<file path="config.mk">
export PLATFORM = sky130hd
export DESIGN_NAME = ipm_monitor
export DESIGN_NICKNAME = d
export VERILOG_FILES = /design/src/include/ipm_pkg.sv /design/src/logic/ipm_sync.sv /design/src/logic/ipm_bus_cond.sv /design/src/logic/ipm_monitor.sv
export VERILOG_INCLUDE_DIRS = /design/src /design/src/include
export SDC_FILE = /design/constraint.sdc
export NUM_CORES = 1
export LEC_CHECK = 0
export BUFFER_PORTS_ARGS = -buffer_cell sky130_fd_sc_hd__buf_2
export CAP_MARGIN = 15
export CORE_UTILIZATION = 40
export DETAILED_ROUTE_END_ITERATION = 10
export SYNTH_ARGS = -nofsm -noshare
export SYNTH_HDL_FRONTEND = slang
export SYNTH_SLANG_ARGS = --single-unit
</file>
<file path="constraint.sdc">
create_clock -name clk_i -period 4.74 [get_ports clk_i]
set_input_delay 0.948 -clock clk_i [delete_from_list [all_inputs] [get_ports clk_i]]
set_output_delay 0.948 -clock clk_i [all_outputs]
set_load 0.05 [all_outputs]
</file>
<file path="src/include/ipm_defs.svh">
`ifndef IPM_DEFS_SVH
`define IPM_DEFS_SVH

// ==========================================================================
// Register byte offsets on the Wishbone slave.
// ==========================================================================
`define IPM_OFS_DATA      8'h00
`define IPM_OFS_OWN_ADDR  8'h04
`define IPM_OFS_CTRL      8'h08
`define IPM_OFS_STATUS    8'h0C
`define IPM_OFS_IRQ_VEC   8'h10
`define IPM_OFS_FRAMES    8'h14
`define IPM_OFS_FIRST     8'h18

// ==========================================================================
// Field positions.
// ==========================================================================
`define IPM_CTRL_IRQ_EN   0
`define IPM_ST_PEND_N     0
`define IPM_ST_AAS        1
`define IPM_ST_BUS_FREE   2
`define IPM_ST_MONITOR    3
`define IPM_ST_LAST_ACK   4
`define IPM_ST_OVERRUN    5
`define IPM_ST_UNREAD     6
`define IPM_ST_BUS_ERR    7
`define IPM_ST_BCNT_LSB   8

// ==========================================================================
// Reset values.
// ==========================================================================
`define IPM_OWN_ADDR_RST  7'h00
`define IPM_IRQ_VEC_RST   8'h00
`define IPM_PEND_N_RST    1'h1
`define IPM_BUS_FREE_RST  1'h1

// ==========================================================================
// Counts.
// ==========================================================================
`define IPM_ACK_BIT       4'h8

`endif

</file>
<file path="src/include/ipm_pkg.sv">
package ipm_pkg;

  typedef enum logic {
    PH_IDLE,
    PH_XFER
  } ipm_phase_t;

  typedef struct packed {
    logic meta;
    logic stable;
  } ipm_sync_state_t;

  typedef struct packed {
    logic scl_q;
    logic sda_q;
    logic start;
    logic stop;
    logic rise;
  } ipm_cond_state_t;

  typedef struct packed {
    logic        wb_ack;
    logic [31:0] wb_dat;
    logic [6:0]  own_addr;
    logic [7:0]  irq_vec;
    logic        irq_en;
    logic        irq;
    ipm_phase_t  phase;
    logic [3:0]  bitcnt;
    logic [7:0]  shift;
    logic [7:0]  rbuf;
    logic [7:0]  first_byte;
    logic        first_seen;
    logic [7:0]  byte_cnt;
    logic [7:0]  frames;
    logic        pend_n;
    logic        addressed_as_slave_flag;
    logic        bus_free;
    logic        last_ack;
    logic        unread;
    logic        overrun;
    logic        bus_err;
  } ipm_mon_state_t;

endpackage

</file>
<file path="src/logic/ipm_sync.sv">
`timescale 1ns/1ns

// Two-stage synchroniser for one asynchronous level.
module ipm_sync (
  input wire logic clk_i,
  input wire logic rst_i,
  input wire logic async_i,
  input wire logic rst_val_i,
  output logic sync_o
);

  ipm_pkg::ipm_sync_state_t s;
  ipm_pkg::ipm_sync_state_t next_s;

  always_comb begin
    next_s = s;
    next_s.meta = async_i;
    next_s.stable = s.meta;
  end

  // The parent ties the reset level to the idle level of the line.
  always_ff @(posedge clk_i) begin
    if (rst_i) begin
      s <= '{meta: rst_val_i, stable: rst_val_i};
    end else begin
      s <= next_s;
    end
  end

  assign sync_o = s.stable;

endmodule

</file>
<file path="src/logic/ipm_bus_cond.sv">
`timescale 1ns/1ns

// Finds START, STOP and SCL rising edges on synchronised bus lines.
module ipm_bus_cond (
  input wire logic clk_i,
  input wire logic rst_i,
  input wire logic scl_i,
  input wire logic sda_i,
  output logic start_o,
  output logic stop_o,
  output logic rise_o
);

  ipm_pkg::ipm_cond_state_t s;
  ipm_pkg::ipm_cond_state_t next_s;

  always_comb begin
    next_s = s;
    next_s.scl_q = scl_i;
    next_s.sda_q = sda_i;
    next_s.start = scl_i & s.scl_q & s.sda_q & ~sda_i;
    next_s.stop = scl_i & s.scl_q & ~s.sda_q & sda_i;
    next_s.rise = scl_i & ~s.scl_q;
  end

  always_ff @(posedge clk_i) begin
    if (rst_i) begin
      s <= '{scl_q: 1'b1, sda_q: 1'b1, start: 1'b0, stop: 1'b0,
             rise: 1'b0};
    end else begin
      s <= next_s;
    end
  end

  assign start_o = s.start;
  assign stop_o = s.stop;
  assign rise_o = s.rise;

endmodule

</file>
<file path="src/logic/ipm_monitor.sv">
`timescale 1ns/1ns
`include "ipm_defs.svh"

module ipm_monitor (
  input wire logic clk_i,
  input wire logic rst_i,
  input wire logic wb_cyc_i,
  input wire logic wb_stb_i,
  input wire logic wb_we_i,
  input wire logic [7:0] wb_adr_i,
  input wire logic [3:0] wb_sel_i,
  input wire logic [31:0] wb_dat_i,
  output logic [31:0] wb_dat_o,
  output logic wb_ack_o,
  input wire logic scl_i,
  output logic scl_o,
  output logic scl_oe_n_o,
  input wire logic sda_i,
  output logic sda_o,
  output logic sda_oe_n_o,
  output logic irq_o
);

  // ========================================================================
  // Bus line synchronisers and condition detection.
  // ========================================================================
  logic scl_s;
  logic sda_s;
  logic bus_start;
  logic bus_stop;
  logic scl_rise;

  ipm_sync u_scl_sync (
    .clk_i(clk_i),
    .rst_i(rst_i),
    .async_i(scl_i),
    .rst_val_i(1'b1),
    .sync_o(scl_s)
  );

  ipm_sync u_sda_sync (
    .clk_i(clk_i),
    .rst_i(rst_i),
    .async_i(sda_i),
    .rst_val_i(1'b1),
    .sync_o(sda_s)
  );

  ipm_bus_cond u_cond (
    .clk_i(clk_i),
    .rst_i(rst_i),
    .scl_i(scl_s),
    .sda_i(sda_s),
    .start_o(bus_start),
    .stop_o(bus_stop),
    .rise_o(scl_rise)
  );

  // ========================================================================
  // State.
  // ========================================================================
  ipm_pkg::ipm_mon_state_t s;
  ipm_pkg::ipm_mon_state_t next_s;

  logic monitor;
  logic req;
  logic wr_lane0;
  logic sda_now;

  // All-zero own address selects monitor mode; a nonzero write leaves it.
  assign monitor = (s.own_addr == 7'h00);

  // A new request is taken only while ack is low, so ack lasts one cycle.
  assign req = wb_cyc_i & wb_stb_i & ~s.wb_ack;
  assign wr_lane0 = req & wb_we_i & wb_sel_i[0];

  // The bit value is sampled from the stable stage at the clock rise.
  assign sda_now = sda_s;

  // ========================================================================
  // Next-state logic.
  // ========================================================================
  always_comb begin
    next_s = s;
    next_s.wb_ack = 1'b0;

    // ----------------------------------------------------------------------
    // Register writes.
    // ----------------------------------------------------------------------
    if (req) begin
      next_s.wb_ack = 1'b1;
    end
    if (wr_lane0) begin
      if (wb_adr_i == `IPM_OFS_OWN_ADDR) begin
        next_s.own_addr = wb_dat_i[6:0];
      end else if (wb_adr_i == `IPM_OFS_CTRL) begin
        next_s.irq_en = wb_dat_i[`IPM_CTRL_IRQ_EN];
      end else if (wb_adr_i == `IPM_OFS_STATUS) begin
        // Only the sticky error bits clear; the bus-free bit ignores writes.
        if (wb_dat_i[`IPM_ST_OVERRUN]) begin
          next_s.overrun = 1'b0;
        end
        if (wb_dat_i[`IPM_ST_BUS_ERR]) begin
          next_s.bus_err = 1'b0;
        end
      end else if (wb_adr_i == `IPM_OFS_IRQ_VEC) begin
        next_s.irq_vec = wb_dat_i[7:0];
      end else if (wb_adr_i == `IPM_OFS_FRAMES) begin
        next_s.frames = 8'h00;
      end
    end

    // ----------------------------------------------------------------------
    // Register reads; unmapped offsets read as zero.
    // ----------------------------------------------------------------------
    if (req && !wb_we_i) begin
      next_s.wb_dat = 32'h0000_0000;
      if (wb_adr_i == `IPM_OFS_DATA) begin
        next_s.wb_dat[7:0] = s.rbuf;
        next_s.pend_n = 1'b1;
        next_s.unread = 1'b0;
      end else if (wb_adr_i == `IPM_OFS_OWN_ADDR) begin
        next_s.wb_dat[6:0] = s.own_addr;
      end else if (wb_adr_i == `IPM_OFS_CTRL) begin
        next_s.wb_dat[`IPM_CTRL_IRQ_EN] = s.irq_en;
      end else if (wb_adr_i == `IPM_OFS_STATUS) begin
        next_s.wb_dat[`IPM_ST_PEND_N] = s.pend_n;
        next_s.wb_dat[`IPM_ST_AAS] = s.addressed_as_slave_flag;
        next_s.wb_dat[`IPM_ST_BUS_FREE] = s.bus_free;
        next_s.wb_dat[`IPM_ST_MONITOR] = monitor;
        next_s.wb_dat[`IPM_ST_LAST_ACK] = s.last_ack;
        next_s.wb_dat[`IPM_ST_OVERRUN] = s.overrun;
        next_s.wb_dat[`IPM_ST_UNREAD] = s.unread;
        next_s.wb_dat[`IPM_ST_BUS_ERR] = s.bus_err;
        next_s.wb_dat[`IPM_ST_BCNT_LSB +: 8] = s.byte_cnt;
      end else if (wb_adr_i == `IPM_OFS_IRQ_VEC) begin
        next_s.wb_dat[7:0] = s.irq_vec;
      end else if (wb_adr_i == `IPM_OFS_FRAMES) begin
        next_s.wb_dat[7:0] = s.frames;
      end else if (wb_adr_i == `IPM_OFS_FIRST) begin
        next_s.wb_dat[7:0] = s.first_byte;
      end
    end

    // ----------------------------------------------------------------------
    // Bit and byte tracking; bus events are applied after the register
    // accesses so that a hardware set wins over a software clear.
    // ----------------------------------------------------------------------
    if (scl_rise && s.phase == ipm_pkg::PH_XFER && monitor) begin
      if (s.bitcnt == 4'h0) begin
        next_s.pend_n = 1'b1;
      end
      if (s.bitcnt < `IPM_ACK_BIT) begin
        // Every byte is received, whatever the address.
        next_s.shift = {s.shift[6:0], sda_now};
        next_s.bitcnt = s.bitcnt + 4'h1;
      end else begin
        // Ninth clock: acknowledge bit seen, byte is handed over.
        next_s.last_ack = sda_now;
        next_s.rbuf = s.shift;
        next_s.pend_n = 1'b0;
        next_s.addressed_as_slave_flag = 1'b0;
        next_s.bitcnt = 4'h0;
        next_s.byte_cnt = s.byte_cnt + 8'h01;
        if (s.unread) begin
          next_s.overrun = 1'b1;
        end
        next_s.unread = 1'b1;
        if (!s.first_seen) begin
          next_s.first_byte = s.shift;
          next_s.first_seen = 1'b1;
        end
      end
    end

    // ----------------------------------------------------------------------
    // START and STOP conditions.
    // ----------------------------------------------------------------------
    if (bus_start) begin
      if (s.phase == ipm_pkg::PH_XFER && s.bitcnt > 4'h1 && monitor) begin
        next_s.bus_err = 1'b1;
      end
      next_s.phase = ipm_pkg::PH_XFER;
      next_s.bitcnt = 4'h0;
      next_s.bus_free = 1'b0;
      if (monitor) begin
        next_s.addressed_as_slave_flag = 1'b1;
        next_s.byte_cnt = 8'h00;
        next_s.first_seen = 1'b0;
      end
    end else if (bus_stop) begin
      if (s.phase == ipm_pkg::PH_XFER && s.bitcnt > 4'h1 && monitor) begin
        next_s.bus_err = 1'b1;
      end
      next_s.phase = ipm_pkg::PH_IDLE;
      next_s.bitcnt = 4'h0;
      next_s.bus_free = 1'b1;
      if (monitor) begin
        next_s.frames = s.frames + 8'h01;
      end
    end

    // ----------------------------------------------------------------------
    // Interrupt request: only outside monitor mode.
    // ----------------------------------------------------------------------
    next_s.irq = ~monitor & s.irq_en & ~s.pend_n;
  end

  // ========================================================================
  // State register.
  // ========================================================================
  always_ff @(posedge clk_i) begin
    if (rst_i) begin
      s <= '0;
      s.own_addr <= `IPM_OWN_ADDR_RST;
      s.irq_vec <= `IPM_IRQ_VEC_RST;
      s.pend_n <= `IPM_PEND_N_RST;
      s.bus_free <= `IPM_BUS_FREE_RST;
      s.phase <= ipm_pkg::PH_IDLE;
    end else begin
      s <= next_s;
    end
  end

  // ========================================================================
  // Outputs.
  // ========================================================================
  assign wb_dat_o = s.wb_dat;
  assign wb_ack_o = s.wb_ack;
  assign irq_o = s.irq;

  // The lines are only ever released: no clock stretch on a pending byte
  // and no acknowledge pulled in, so the block stays invisible on the bus.
  assign scl_o = 1'b0;
  assign scl_oe_n_o = 1'b1;
  assign sda_o = 1'b0;
  assign sda_oe_n_o = 1'b1;

endmodule

</file>
==> summary.md <==
| Metric | Value |
|---|---|
| Outcome | `complete, no violations` |
| R2r endpoint | `wb_dat_o[4]` |
| Routed vias | `3764` |
| CP Cell Sequence | `buf_2 -> nand4bb_1 -> nor4_2 -> a22oi_1 -> o32ai_1` |
| Yosys reg bits | `96` |
| Setup Skew | `0.00842 ns` |
| Clk_lat worst skew | `0.35 ns` |
| Core Util, Final | `0.454` |
| Largest net degree at the start of global routing | `40` |
| Max-slew violations | `0` |
| Crit path capture type | `flop` |
| Worst EP required | `4.99 ns` |
| CP max stage cell | `nor4_2` |
| Max Clk Rate | `351 MHz` |
| DIE HEIGHT | `109 um` |
| Worst Reg-to-Reg Cells | `4` |
| Post-synth cell types | `61` |
| Clock Tree Root | `clkbuf_16` |
| Critical Path Source | `wb_we_i` |
| Hold_ws | `0.411 ns` |
| Initial Util | `0.418` |
| Hold Crit Class | `flop to flop` |
| # resized after CTS | `0` |
| Worst stage delay on the critical path | `0.90 ns` |
| Cell Count, Final, Fillers Out | `666` |
| RSZ-0062 raised after global routing | `no` |
| Final setup fails | `0` |
| Ant. Diodes | `0` |
| Routability-driven placement congestion ratio | `0.829` |
| ANT nets after route | `0` |
| Setup CP Type | `input pin to flop` |
| Slew HR | `0.393` |
| Crit start category | `input pin` |
| Post-synth ARST share | `0` |
| Pleak | `1.76 nW` |
| Post-CTS Setup Repair Bufs | `0` |
| Max-cap violations | `0` |
| Die footprint | `0.0120 sq mm` |
| Port buffer count | `41` |
| Total CTS buffers | `9` |
| Crit path depth | `5` |
| Final Hold Vio Count | `0` |
| Die Width | `109 um` |
| Total wire length | `roughly 11 mm` |
| Crit path to | `wb_dat_o[4]` |
| Core Region | `0.0110 sq mm` |
| Seq/Total Area, Yosys | `0.417` |
| Post-synth EDFFs | `0` |
| Syn avg cell area | `8.92 sq um` |
| Remaining Overflow, GRT | `0` |
| CTS tree | `done` |
| Crit-path max FO | `17` |
| Synthesized area | `0.00461 sq mm` |
| Fin crit share | `0.602` |
| First-pass GRT wire length | `18.3 mm` |
| Aggregate global-route resource usage | `0.203` |
| Tmin final | `2.85 ns` |
| Sink Count | `96` |
| Row count | `38` |
| Yosys warns | `0` |
| # IOs | `89` |
| Drt pass-1 iters | `4` |
| Detailed Route Iter0 Violations | `228` |
| FF-to-FF Start | `wb_ack_o` |
| Vias in the first global route | `3518` |
| Layout Nets | `approximately 580` |
| Area growth syn-to-layout | `8.62%` |
| Drc violations | `0` |
| Maximum VDD drop | `approximately 220 uV` |
| Post-Route Setup TNS | `0 ns` |
| R2r setup slk | `2.31 ns` |
| CTS clock-pin slew for the worst setup and hold paths | `0.07 ns` |
| Placed cell count | `650` |
| Slew @ Worst Pin | `about 0.91 ns` |
| Hold_buf cts | `0` |
| Power Dens Cells | `344 mW/mm^2` |
| Pwr Total | `approximately 0.0017 W` |
| Crit path buf inv count | `1` |
| Worst Path Arrival | `3.10 ns` |
| WL per Instance | `17.0 um` |
| Top_reg_cell synth | `dfxtp_1` |
| CP top delay family | `simple AND/OR/NAND/NOR gates` |
| Post-synthesis cell count | `517` |
| Initial antenna violation count | `0` |
| DPL Wire Length | `just over 8 mm` |
| Clk buf depth | `2` |
| H-tree Lvls | `3` |
| Layout cells sized above 1 | `0.156` |
| Vias per cell | `between 5 and 6` |
cells in the final DEF (no fill, tap or decap), types with 4 or more instances in the layout:
cell type | synthesis | routed
dfxtp_1 | 96 | 96
nand3_1 | 27 | 27
inv_1 | 14 | 14
nor4_1 | 8 | 8
o21ai_0 | 23 | 23
o211ai_1 | 10 | 10
nor2_1 | 38 | 38
o31ai_1 | 4 | 4
xnor2_1 | 5 | 5
ha_1 | 6 | 6
o32ai_1 | 6 | 6
nand2_1 | 29 | 29
or2_2 | 8 | 8
o2bb2ai_1 | 7 | 7
a2bb2oi_1 | 5 | 5
mux2i_1 | 35 | 35
clkbuf_16 | 0 | 9
nand3b_1 | 4 | 4
or3_1 | 7 | 7
a22oi_1 | 8 | 8
buf_2 | 3 | 41
conb_1 | 2 | 20
a21oi_1 | 33 | 33
a221oi_1 | 6 | 6
buf_4 | 36 | 4
or4_1 | 5 | 5
nand4_1 | 10 | 10
cells by family after synthesis:
| family | after synthesis | synth area share |
|---|---|---|
| flip-flops | 96 | 0.417 |
| other | 2 | 0.00163 |
| buffers and inverters | 84 | 0.100 |
| AO/OA/AOI/OAI | 121 | 0.175 |
| multiplexers | 36 | 0.0784 |
| XOR/XNOR | 6 | 0.0114 |
| AND/OR/NAND/NOR | 166 | 0.201 |
| adder cells (fa/ha/maj) | 6 | 0.0163 |
Yosys cell counts, drive strengths merged (2+ instances only):
library cell   n  area share
nand3         27       0.029
nor4          12       0.025
or4            6       0.011
dfxtp         96        0.42
nand2b         3      0.0041
nor3b          3      0.0049
a21oi         33       0.036
nor2          39       0.032
or2            8       0.011
nand2         29       0.024
a22oi          8       0.013
a2bb2oi        5      0.0095
ha             6       0.016
a311oi         3      0.0057
and2           2      0.0027
a31o           3      0.0057
or4b           2      0.0043
nand3b         4      0.0065
buf           43       0.067
nand4         10       0.014
o2bb2ai        7       0.013
xnor2          5      0.0095
or3            7      0.0095
conb           2      0.0016
inv           14       0.011
nor3           4      0.0054
clkbuf        27       0.022
a31oi          2      0.0027
nor4b          2      0.0038
o211ai        10       0.016
nor2b          3      0.0041
o21ai         26       0.029
o31ai          4      0.0065
a221oi         6       0.011
mux2i         35       0.076
o32ai          6       0.011
final cells by class:
| class | count | area [sq um] |
|---|---|---|
| Sequential cell | 96 | 1920 |
| Multi-Input combinational cell | 355 | 2300 |
| Fill cell | 1110 | 6020 |
| Timing Repair Buffer | 45 | 235 |
| Clock buffer | 9 | 225 |
| Tap cell | 140 | 175 |
| Inverter | 14 | 52.6 |
| Clock inverter | 7 | 104 |
flip-flops by register name (all words and copies together) (netlist names):
register           flops
u_cond.s               2
u_scl_sync.sync_o      1
u_cond.rise_o          1
u_scl_sync.next_s      1
u_cond.start_o         1
s                     69
irq_o                  1
wb_ack_o               1
wb_dat_o              16
u_sda_sync.sync_o      1
u_cond.stop_o          1
u_sda_sync.next_s      1
metal layers:
layer	vias to the layer above	global-route usage	part of all wire
met5	-	0	0
met3	13	0.0403	0.040
met1	1817	0.271	0.48
met2	85	0.329	0.47
met4	0	0.0676	0.014
li1	1849	-	-
worst register-to-register path, cell delays in order, from the launching register on:
cell and delay (ns):
dfxtp_1 0.32, nand4bb_1 0.77, nor4_2 0.91, a22oi_1 0.16, o32ai_1 0.18
worst min path at each step:
stage | start | end | slack, ns | cells past startpoint
detailed placement | u_sda_sync.next_s[0] | u_sda_sync.sync_o | 0.40 | 1
CTS | u_sda_sync.next_s[0] | u_sda_sync.sync_o | 0.41 | 1
global placement | u_cond.s[3] | u_cond.stop_o | 0.39 | 1
finish | u_scl_sync.next_s[0] | u_scl_sync.sync_o | 0.41 | 1
floorplan | u_cond.s[3] | u_cond.stop_o | 0.39 | 1
global route | u_sda_sync.next_s[0] | u_sda_sync.sync_o | 0.42 | 1
stage by stage:
stage / worst slack, ns / area (sq um)
4_1_cts: 1.94 / 5010
3_5_place_dp: 1.58 / 4680
5_1_grt: 1.72 / 5010
3_3_place_gp: 1.65 / 4680
6_report: 1.89 / 5010
2_1_floorplan: 2.18 / 4680
power by group:
group | internal (W) | switching [W]
Clock | 0.000470 | 0.000329
Sequential | 0.000811 | 0.00000404
Combinational | 0.0000218 | 0.0000882
(Power assumes the default switching activity.)
